--- src/gain_loop_map.vh ---
`ifndef GAIN_LOOP_MAP_VH
`define GAIN_LOOP_MAP_VH

// register addresses
`define ADDR_GAIN_HIGH      8'h03
`define ADDR_GAIN_LOW       8'h04
`define ADDR_LOOP_RATE      8'h05
`define ADDR_LOOP_CONFIG    8'h06

// field positions
`define BIT_MIXER_ATTEN     15
`define FIELD_GAIN_HIGH     15:8
`define FIELD_GAIN_LOW      7:0
`define FIELD_GAIN_CODE     14:0
`define FIELD_ANALOG_CODE   13:0
`define FIELD_DAC_BITS      13:6
`define BIT_DIG_ENABLE      7
`define FIELD_RESET_WEIGHT  6:4
`define BIT_FAST_ACQ        3
`define FIELD_REF_LEVEL     2:0
`define FIELD_ATTACK        7:4
`define FIELD_DECAY         3:0

// reset values
`define GAIN_RESET          16'h0000
`define RATE_RESET          8'h00
`define CONFIG_RESET        8'h00
`define READ_IDLE           8'h00

// loop timing, in modulator clocks
`define LOOP_PERIOD         60
`define TICK_LAST           6'h3b
`define MANUAL_MIN_GAP      240

// attenuation code space
`define ATTEN_MAX_DIG       16'h7fff
`define ATTEN_MAX_ANA       16'h3fff
`define DIG_SPLIT           16'h4000
`define UNITY_GAIN          16'h4000
`define GAIN_FRAC_SHIFT     14
`define STEP_SHIFT          19
`define K_OFFSET            5'h0f
`define RESET_STEP_BASE     16'h0010

// reference targets as fractions of 256 of full scale
`define REF_OFF             3'h0
`define REF_3DB             8'h90
`define REF_6DB             8'h66
`define REF_9DB             8'h48
`define REF_12DB            8'h33
`define REF_15DB            8'h24

// strength scaling: code 60 at full scale
`define STRENGTH_FULL       8'h3c
`define STRENGTH_SHIFT      16
`define STRENGTH_MAX        6'h3f

`endif

--- src/automatic_gain_control_loop.v ---
`timescale 1ns/10ps
`include "gain_loop_map.vh"

// Summary of operation
// - digital gain scales data only while its enable bit is one.
// - reference field zero means manual mode, gain from the gain register.
// - gain register top bit enables fixed 16 dB mixer attenuation.
// - low 15 bits span -12..+12 dB with digital gain, 14 bits otherwise.
// - analog attenuation leaves as an 8-bit control DAC code.
// - fast acquisition bit lowers DAC output resistance in automatic mode.
// - 6-bit strength value, code 60 is full scale.
// - strength value refreshes every 60 clocks.
// - automatic loop updates gain every 60 clocks toward the reference.
// - reference codes 1..5 target 3,6,9,12,15 dB below clip.
// - reference code zero disables automatic adjustment.
// - with digital gain on, loop maximises digital gain under reference.
// - level estimate is |I|+|Q| at first decimator and digital gain output.
// - count overloads and ADC resets per output sample; report gain MSBs.
// - attenuation report equals top 8 bits of the gain register.
// - without digital gain, loop uses only the first decimator estimate.
// - level above reference raises attenuation by attack-scaled error.
// - level below reference lowers attenuation by attack minus decay.
// - 12 dB analog span plus 12 dB digital gain span.
// - attack and decay are 4-bit, each step a factor of root two.
// - digital gain is 1..4; results pushed past the 24-bit range clip.
module automatic_gain_control_loop #(
	parameter COUNT_W = 4
) (
	// clock and reset
	input  wire               core_clk,
	input  wire               rst,
	// register port
	input  wire [7:0]         reg_addr,
	input  wire [7:0]         reg_wdata,
	input  wire               reg_write,
	input  wire               reg_read,
	output reg  [7:0]         reg_rdata,
	// first decimator samples
	input  wire               first_dec_valid,
	input  wire [15:0]        first_dec_i,
	input  wire [15:0]        first_dec_q,
	// last decimator samples
	input  wire               last_dec_valid,
	input  wire [23:0]        last_dec_i,
	input  wire [23:0]        last_dec_q,
	// converter events and output sample strobe
	input  wire               adc_overload,
	input  wire               adc_reset_event,
	input  wire               frame_sample_strobe,
	// scaled output data
	output wire               gain_out_valid,
	output wire [15:0]        gain_out_i,
	output wire [15:0]        gain_out_q,
	// analog controls
	output reg  [7:0]         gain_dac_code,
	output reg                dac_fast_mode,
	output reg                mixer_atten_enable,
	// serial frame fields
	output reg  [5:0]         signal_strength_value,
	output reg  [7:0]         attenuation_report,
	output reg  [COUNT_W-1:0] overload_count,
	output reg  [COUNT_W-1:0] reset_count
);

	reg  [15:0]        gain_setting_reg;
	reg  [7:0]         loop_rate_reg;
	reg  [7:0]         loop_config_reg;
	reg  [5:0]         tick_count_reg;
	reg  [16:0]        first_level_reg;
	reg  [16:0]        final_level_reg;
	reg                reset_seen_reg;
	reg  [COUNT_W-1:0] overload_run_reg;
	reg  [COUNT_W-1:0] reset_run_reg;

	wire        tick;
	wire        digital_gain_enable;
	wire [2:0]  reference_level_select;
	wire        auto_mode;
	wire [3:0]  attack_rate;
	wire [3:0]  decay_ratio;
	wire [2:0]  reset_weight;
	wire [15:0] atten_code;
	wire [15:0] atten_max;

	reg  [7:0]  ref_frac;
	reg  [16:0] ref_level;
	reg  [16:0] est_level;
	reg  [16:0] err_mag;
	reg  [4:0]  k_index;
	reg  [17:0] err_root;
	reg  [32:0] err_shift;
	reg  [15:0] step;
	reg  [15:0] reset_add;
	reg  [17:0] up_sum;
	reg  [15:0] gain_next;
	reg  [13:0] analog_code;
	reg  [13:0] digital_amount;
	reg  [15:0] digital_factor;
	reg  [24:0] strength_prod;

	function [16:0] abs_sum;
		input [15:0] a;
		input [15:0] b;
		reg   [15:0] abs_a;
		reg   [15:0] abs_b;
		begin
			abs_a   = a[15] ? (~a + 16'h0001) : a;
			abs_b   = b[15] ? (~b + 16'h0001) : b;
			abs_sum = {1'b0, abs_a} + {1'b0, abs_b};
		end
	endfunction

	assign digital_gain_enable    = loop_config_reg[`BIT_DIG_ENABLE];
	assign reference_level_select = loop_config_reg[`FIELD_REF_LEVEL];
	assign reset_weight           = loop_config_reg[`FIELD_RESET_WEIGHT];
	assign attack_rate            = loop_rate_reg[`FIELD_ATTACK];
	assign decay_ratio            = loop_rate_reg[`FIELD_DECAY];
	assign auto_mode              = (reference_level_select != `REF_OFF);
	assign atten_code             = {1'b0, gain_setting_reg[`FIELD_GAIN_CODE]};
	assign atten_max              = digital_gain_enable ? `ATTEN_MAX_DIG : `ATTEN_MAX_ANA;
	assign tick                   = (tick_count_reg == `TICK_LAST);

	// loop sample clock at one sixtieth of the modulator clock
	always @(posedge core_clk) begin
		if (rst)
			tick_count_reg <= 6'h00;
		else if (tick)
			tick_count_reg <= 6'h00;
		else
			tick_count_reg <= tick_count_reg + 6'h01;
	end

	// level estimates; the latest sample in each loop period is what counts
	always @(posedge core_clk) begin
		if (rst) begin
			first_level_reg <= 17'h0_0000;
			final_level_reg <= 17'h0_0000;
		end else begin
			if (first_dec_valid)
				first_level_reg <= abs_sum(first_dec_i, first_dec_q);
			if (gain_out_valid)
				final_level_reg <= abs_sum(gain_out_i, gain_out_q);
		end
	end

	// reference target below clip
	always @* begin
		case (reference_level_select)
			3'h1: ref_frac = `REF_3DB;
			3'h2: ref_frac = `REF_6DB;
			3'h3: ref_frac = `REF_9DB;
			3'h4: ref_frac = `REF_12DB;
			default: ref_frac = `REF_15DB;
		endcase
		ref_level = {1'b0, ref_frac, 8'h00};
	end

	// loop arithmetic
	always @* begin
		if (digital_gain_enable && (final_level_reg > first_level_reg))
			est_level = final_level_reg;
		else
			est_level = first_level_reg;
		if (est_level > ref_level) begin
			err_mag = est_level - ref_level;
			k_index = {1'b0, attack_rate} + `K_OFFSET;
		end else begin
			err_mag = ref_level - est_level;
			k_index = {1'b0, attack_rate} + `K_OFFSET - {1'b0, decay_ratio};
		end
		// odd codes add roughly root two, even codes a whole doubling
		if (k_index[0])
			err_root = {1'b0, err_mag} + {3'b000, err_mag[16:2]} + {4'b0000, err_mag[16:3]}
				+ {6'b00_0000, err_mag[16:5]};
		else
			err_root = {1'b0, err_mag};
		err_shift = {15'h0000, err_root} << k_index[4:1];
		step      = {2'b00, err_shift[32:`STEP_SHIFT]};
		reset_add = reset_seen_reg ? (`RESET_STEP_BASE << reset_weight) : 16'h0000;
		up_sum    = {2'b00, atten_code} + {2'b00, step} + {2'b00, reset_add};
		gain_next = gain_setting_reg;
		if (est_level > ref_level || reset_seen_reg) begin
			if (up_sum > {2'b00, atten_max})
				gain_next[`FIELD_GAIN_CODE] = atten_max[14:0];
			else
				gain_next[`FIELD_GAIN_CODE] = up_sum[14:0];
		end else if (step > atten_code)
			gain_next[`FIELD_GAIN_CODE] = 15'h0000;
		else
			gain_next[`FIELD_GAIN_CODE] = atten_code[14:0] - step[14:0];
	end

	// register writes; a host write wins over a loop update in the same cycle
	always @(posedge core_clk) begin
		if (rst) begin
			gain_setting_reg <= `GAIN_RESET;
			loop_rate_reg    <= `RATE_RESET;
			loop_config_reg  <= `CONFIG_RESET;
		end else begin
			if (reg_write && reg_addr == `ADDR_GAIN_HIGH)
				gain_setting_reg[`FIELD_GAIN_HIGH] <= reg_wdata;
			else if (reg_write && reg_addr == `ADDR_GAIN_LOW)
				gain_setting_reg[`FIELD_GAIN_LOW] <= reg_wdata;
			else if (auto_mode && tick)
				gain_setting_reg <= gain_next;
			if (reg_write && reg_addr == `ADDR_LOOP_RATE)
				loop_rate_reg <= reg_wdata;
			if (reg_write && reg_addr == `ADDR_LOOP_CONFIG)
				loop_config_reg <= reg_wdata;
		end
	end

	// register reads, answered one cycle after the strobe
	always @(posedge core_clk) begin
		if (rst)
			reg_rdata <= `READ_IDLE;
		else if (reg_read) begin
			case (reg_addr)
				`ADDR_GAIN_HIGH:   reg_rdata <= gain_setting_reg[`FIELD_GAIN_HIGH];
				`ADDR_GAIN_LOW:    reg_rdata <= gain_setting_reg[`FIELD_GAIN_LOW];
				`ADDR_LOOP_RATE:   reg_rdata <= loop_rate_reg;
				`ADDR_LOOP_CONFIG: reg_rdata <= loop_config_reg;
				default:           reg_rdata <= `READ_IDLE;
			endcase
		end
	end

	// split the code into analog attenuation and digital gain
	always @* begin
		if (!digital_gain_enable) begin
			analog_code    = atten_code[`FIELD_ANALOG_CODE];
			digital_amount = 14'h0000;
		end else if (atten_code >= `DIG_SPLIT) begin
			analog_code    = atten_code[`FIELD_ANALOG_CODE];
			digital_amount = 14'h0000;
		end else begin
			analog_code    = 14'h0000;
			digital_amount = ~atten_code[`FIELD_ANALOG_CODE];
		end
		// linear factor 1..4 with 14 fraction bits; not exact dB steps
		digital_factor = `UNITY_GAIN + {2'b00, digital_amount} + {1'b0, digital_amount, 1'b0};
	end

	digital_gain_stage #(
		.IN_W  (24),
		.OUT_W (16)
	) u_digital_gain (
		.core_clk    (core_clk),
		.rst         (rst),
		.enable      (digital_gain_enable),
		.gain_factor (digital_factor),
		.in_valid    (last_dec_valid),
		.in_i        (last_dec_i),
		.in_q        (last_dec_q),
		.out_valid   (gain_out_valid),
		.out_i       (gain_out_i),
		.out_q       (gain_out_q)
	);

	// analog controls
	always @(posedge core_clk) begin
		if (rst) begin
			gain_dac_code      <= 8'h00;
			dac_fast_mode      <= 1'b0;
			mixer_atten_enable <= 1'b0;
		end else begin
			gain_dac_code      <= analog_code[`FIELD_DAC_BITS] - 8'h00;
			dac_fast_mode      <= loop_config_reg[`BIT_FAST_ACQ] & auto_mode;
			mixer_atten_enable <= gain_setting_reg[`BIT_MIXER_ATTEN];
		end
	end

	// strength and attenuation fields
	always @* begin
		strength_prod = first_level_reg * `STRENGTH_FULL;
	end

	always @(posedge core_clk) begin
		if (rst) begin
			signal_strength_value <= 6'h00;
			attenuation_report    <= 8'h00;
		end else begin
			if (tick) begin
				if (strength_prod[24:`STRENGTH_SHIFT] > {3'b000, `STRENGTH_MAX})
					signal_strength_value <= `STRENGTH_MAX;
				else
					signal_strength_value <= strength_prod[21:`STRENGTH_SHIFT];
			end
			attenuation_report <= gain_setting_reg[`FIELD_GAIN_HIGH];
		end
	end

	// ADC reset events push attenuation at the next loop update
	always @(posedge core_clk) begin
		if (rst)
			reset_seen_reg <= 1'b0;
		else if (adc_reset_event)
			reset_seen_reg <= 1'b1; // set wins over the tick clear
		else if (tick)
			reset_seen_reg <= 1'b0;
	end

	// event counts per output sample; counters saturate rather than wrap
	always @(posedge core_clk) begin
		if (rst) begin
			overload_run_reg <= {COUNT_W{1'b0}};
			reset_run_reg    <= {COUNT_W{1'b0}};
			overload_count   <= {COUNT_W{1'b0}};
			reset_count      <= {COUNT_W{1'b0}};
		end else if (frame_sample_strobe) begin
			overload_count   <= overload_run_reg;
			reset_count      <= reset_run_reg;
			overload_run_reg <= {{(COUNT_W-1){1'b0}}, adc_overload};
			reset_run_reg    <= {{(COUNT_W-1){1'b0}}, adc_reset_event};
		end else begin
			if (adc_overload && overload_run_reg != {COUNT_W{1'b1}})
				overload_run_reg <= overload_run_reg + {{(COUNT_W-1){1'b0}}, 1'b1};
			if (adc_reset_event && reset_run_reg != {COUNT_W{1'b1}})
				reset_run_reg <= reset_run_reg + {{(COUNT_W-1){1'b0}}, 1'b1};
		end
	end

endmodule // automatic_gain_control_loop

--- src/digital_gain_stage.v ---
`timescale 1ns/10ps
`include "gain_loop_map.vh"

module digital_gain_stage #(
	parameter IN_W  = 24,
	parameter OUT_W = 16
) (
	// clock and reset
	input  wire             core_clk,
	input  wire             rst,
	// control
	input  wire             enable,
	input  wire [15:0]      gain_factor,
	// filter data in
	input  wire             in_valid,
	input  wire [IN_W-1:0]  in_i,
	input  wire [IN_W-1:0]  in_q,
	// scaled data out
	output reg              out_valid,
	output wire [OUT_W-1:0] out_i,
	output wire [OUT_W-1:0] out_q
);

	localparam PW = IN_W + 17;
	localparam SW = PW - `GAIN_FRAC_SHIFT;

	wire [2*IN_W-1:0]  in_bus;
	reg  [2*OUT_W-1:0] out_bus_reg;

	assign in_bus = {in_q, in_i};
	assign out_i  = out_bus_reg[OUT_W-1:0];
	assign out_q  = out_bus_reg[2*OUT_W-1:OUT_W];

	genvar ch;
	generate
		for (ch = 0; ch < 2; ch = ch + 1) begin : chan
			wire signed [IN_W-1:0] x;
			wire signed [PW-1:0]   prod;
			wire signed [SW-1:0]   scaled;
			wire                   over;
			reg         [OUT_W-1:0] y;
			assign x      = in_bus[ch*IN_W +: IN_W];
			assign prod   = x * $signed({1'b0, gain_factor});
			assign scaled = prod[PW-1:`GAIN_FRAC_SHIFT];
			// gain up to 4 pushes past the 24-bit range; clip instead of wrapping
			assign over   = (scaled[SW-1:IN_W-1] != {(SW-IN_W+1){scaled[SW-1]}});
			always @* begin
				if (!enable)
					y = x[IN_W-1:IN_W-OUT_W];
				else if (over)
					y = scaled[SW-1] ? {1'b1, {(OUT_W-1){1'b0}}} : {1'b0, {(OUT_W-1){1'b1}}};
				else
					y = scaled[IN_W-1:IN_W-OUT_W];
			end
			always @(posedge core_clk) begin
				if (rst)
					out_bus_reg[ch*OUT_W +: OUT_W] <= {OUT_W{1'b0}};
				else if (in_valid)
					out_bus_reg[ch*OUT_W +: OUT_W] <= y;
			end
		end
	endgenerate

	always @(posedge core_clk) begin
		if (rst)
			out_valid <= 1'b0;
		else
			out_valid <= in_valid;
	end

endmodule // digital_gain_stage

--- config.mk ---
export PLATFORM = sky130hd
export DESIGN_NAME = automatic_gain_control_loop
export DESIGN_NICKNAME = d
export VERILOG_FILES = /design/src/automatic_gain_control_loop.v /design/src/digital_gain_stage.v
export VERILOG_INCLUDE_DIRS = /design/src
export SDC_FILE = /design/constraint.sdc
export NUM_CORES = 2
export LEC_CHECK = 0
export ABC_AREA = 1
export BUFFER_PORTS_ARGS = -buffer_cell sky130_fd_sc_hd__buf_2
export CAP_MARGIN = 20
export CELL_PAD_IN_SITES_DETAIL_PLACEMENT = 1
export CELL_PAD_IN_SITES_GLOBAL_PLACEMENT = 1
export CORE_ASPECT_RATIO = 0.7
export CORE_MARGIN = 2
export CORE_UTILIZATION = 30
export DETAILED_ROUTE_END_ITERATION = 10
export PLACE_DENSITY = 0.66
export SLEW_MARGIN = 30
export SYNTH_ARGS = -nofsm -noshare
export SYNTH_HDL_FRONTEND = slang
export SYNTH_SLANG_ARGS = --single-unit
--- constraint.sdc ---
create_clock -name core_clk -period 13.7 [get_ports core_clk]
set_input_delay 2.74 -clock core_clk [delete_from_list [all_inputs] [get_ports core_clk]]
set_output_delay 2.74 -clock core_clk [all_outputs]
set_load 0.01 [all_outputs]
==> results.md <==
- Clock sink count: 153
- Worst Path Max Fanout: 22
- Critical Path Source Type: flip-flop
- WP data arrival: 12.68 ns
- Starting Density: 30.2%
- Unrepaired setup endpoints after global routing: false
- Final setup vio count: 0
- Worst slack at placement: 1.38 ns
- Final WS setup: 1.36 ns
- CTS tree: done
- Initial antenna violation count: 4
- Maximum buffer depth of the clock tree: 2
- Die Height: 322 um
- Post-synth EDFFs: 0
- Share of layout cells above drive strength 1: 5.87%
- Peak supply drop: 0.000165 V
- Cell Area, Synth: 43200 sq um
- Wire per inst: 20.0 um
- Clk_skew: 0.0211 ns
- Leakage: 22.6 nW
- Fmax: 81.1 MHz
- TritonRoute pass-1 iters: 5
- Vias in the first global route: 40009
- Critical path's most frequent cell: nand2_1
- WS Path Type: flip-flop to flip-flop
- Crit-path max cell delay: 0.84 ns
- Post-Layout Cell Count: 7630
- Required time of the critical path: 14.05 ns
- IO Port Bufs: 177
- Die ar.: 147000 sq um
- CP Capture Type: flip-flop
- Status: finished, final reports clean
- Fin. max-slew vios: 0
- Power Density: 97.0 nW/um^2
- Crit path time final: 12.34 ns
- Core footprint: 143000 sq um
- Global placement routability congestion: 0.899
- Reg clk slew, reported paths: 0.08 ns
- Rel. slew slack: 32.2%
- Netlist cell types: 53
- Final nets: 7018
- Setup TNS: 0 ns
- Via density: 4.89
- Synth Instances: 5677
- First-pass GRT wire length: 242000 um
- Commonest non-fill, non-tap cells in the layout: inv_1, nand2_1, fa_1
- Top_reg_cell synth: dfxtp_1
- Worst min path class: flip-flop to flip-flop
- Gr usage total: 21.2%
- Mapped Avg Cell Area: 7.61 sq um
- Number of remaining DRC errors: 0
- Yosys warns: 0
- H-tree depth: 4
- HPWL after detailed placement: 130000 um
- Layout area overhead: 8.03%
- Pin count of the biggest net entering global routing: 66
- Clock latency on the worst-skew pair: 0.49 ns
- Cts hold-fix bufs: 0
- Max-cap violations: 0
- CTS resizes: 0
- Most common cell after layout, fill and taps aside: inv_1
- Final WL: 153000 um
- Syn Nets: 6967
- Initial drt markers: 2571
- Row count: 116
- Worst slew pin tran: 1.01 ns
- # Post-CTS Setup Buffers: 0
- Post-synthesis sequential area ratio: 7.09%
- Via count: 37318
- Antenna violation net count after detailed routing: 0
- # IOs: 178
- Endpoints failing hold: 0
- Placed cells: 7597
- Flops & latches, synth: 153
- Slowest-stage cell, CP: clkinv_1
- Fraction of registers with async set/reset: 0%
- Fin crit share: 90.0%
- GR Overflow Total: 0
- CTS Root Cell: clkbuf_16
- Die X: 458 um
- Num CTS Buffers: 17
- Fin util: 32.6%
==> metal layers <==
layer / wire length (um) / part of all wire (%) / global-route usage, % / vias to the layer above
met3: 8070 / 5.3 / 3.00 / 105
met2: 65000 / 43 / 32.2 / 853
met5: 0 / 0 / 0 / -
met4: 2620 / 1.7 / 3.58 / 0
li1: - / - / - / 17281
met1: 77100 / 50 / 32.0 / 19079
==> metrics by stage <==
stage | hold slack, ns | total power [mW] | instance area (sq um)
2_1_floorplan | 0.418 | 3.00 | 43200
3_3_place_gp | 0.430 | 3.91 | 46100
3_5_place_dp | 0.439 | 3.97 | 46100
4_1_cts | 0.457 | 4.51 | 46700
5_1_grt | 0.483 | 5.03 | 46700
6_report | 0.458 | 4.53 | 46700
==> path summary, 6_finish.rpt <==
| path | start | end | slack, ns | cells after the start |
|---|---|---|---|---|
| setup / recovery | loop_config_reg[7] | u_digital_gain.out_q[4] | 1.36 | 46 |
| hold / removal | tick_count_reg[0] | tick_count_reg[0] | 0.46 | 1 |
| setup reg to reg | loop_config_reg[7] | u_digital_gain.out_q[4] | 1.36 | 46 |
| hold reg to reg | tick_count_reg[0] | tick_count_reg[0] | 0.46 | 1 |
==> cell usage after synthesis, drive strengths merged (14+ instances only) <==
master | n | area, sq um
xnor2 | 65 | 569
inv | 1269 | 4760
xor2 | 134 | 1190
nor2 | 544 | 2110
o211ai | 20 | 150
clkbuf | 161 | 604
dfxtp | 153 | 3060
a21oi | 349 | 1750
buf | 23 | 114
ha | 377 | 4720
fa | 808 | 16200
nand3 | 236 | 1220
clkinv | 14 | 52.6
nor3 | 49 | 245
nand4 | 19 | 119
o21ai | 237 | 1210
or2 | 18 | 113
nand2 | 1086 | 4170
==> power breakdown <==
part	switching [mW]	leakage [nW]	internal, mW
combinational	2.33	21.1	1.18
sequential	0.0361	1.25	0.464
clock	0.237	0.289	0.273
total	2.61	22.6	1.92
==> kinds of logic after synthesis <==
kind of cell	share of synthesized area, %
adders and majority gates	48.4
xor gates and xnor gates	4.07
and+or+nand+nor	18.8
DFF	7.09
AOI/OAI and AO/OA	8.87
buffers and inverters	12.8
==> area by class of cell <==
type / instances / area, sq um
sequential: 153 / 3060
fill: 17470 / 96300
tap: 1888 / 2360
timing repair buffer: 216 / 1190
antenna: 1 / 2.50
clock buffer: 18 / 429
clock inverter: 14 / 165
inverter: 1283 / 4820
multi-input combinational: 4057 / 34600
==> critical path: cells and delay by family, from the launching register on <==
family,cells,cell delay (ns)
compound gates,9,2.01
xor+xnor,2,0.78
fa+ha+maj,9,4.08
buf+inv,9,2.13
flops,1,0.44
simple gates,17,2.68
No activity file was read; power rests on OpenSTA's default activity.
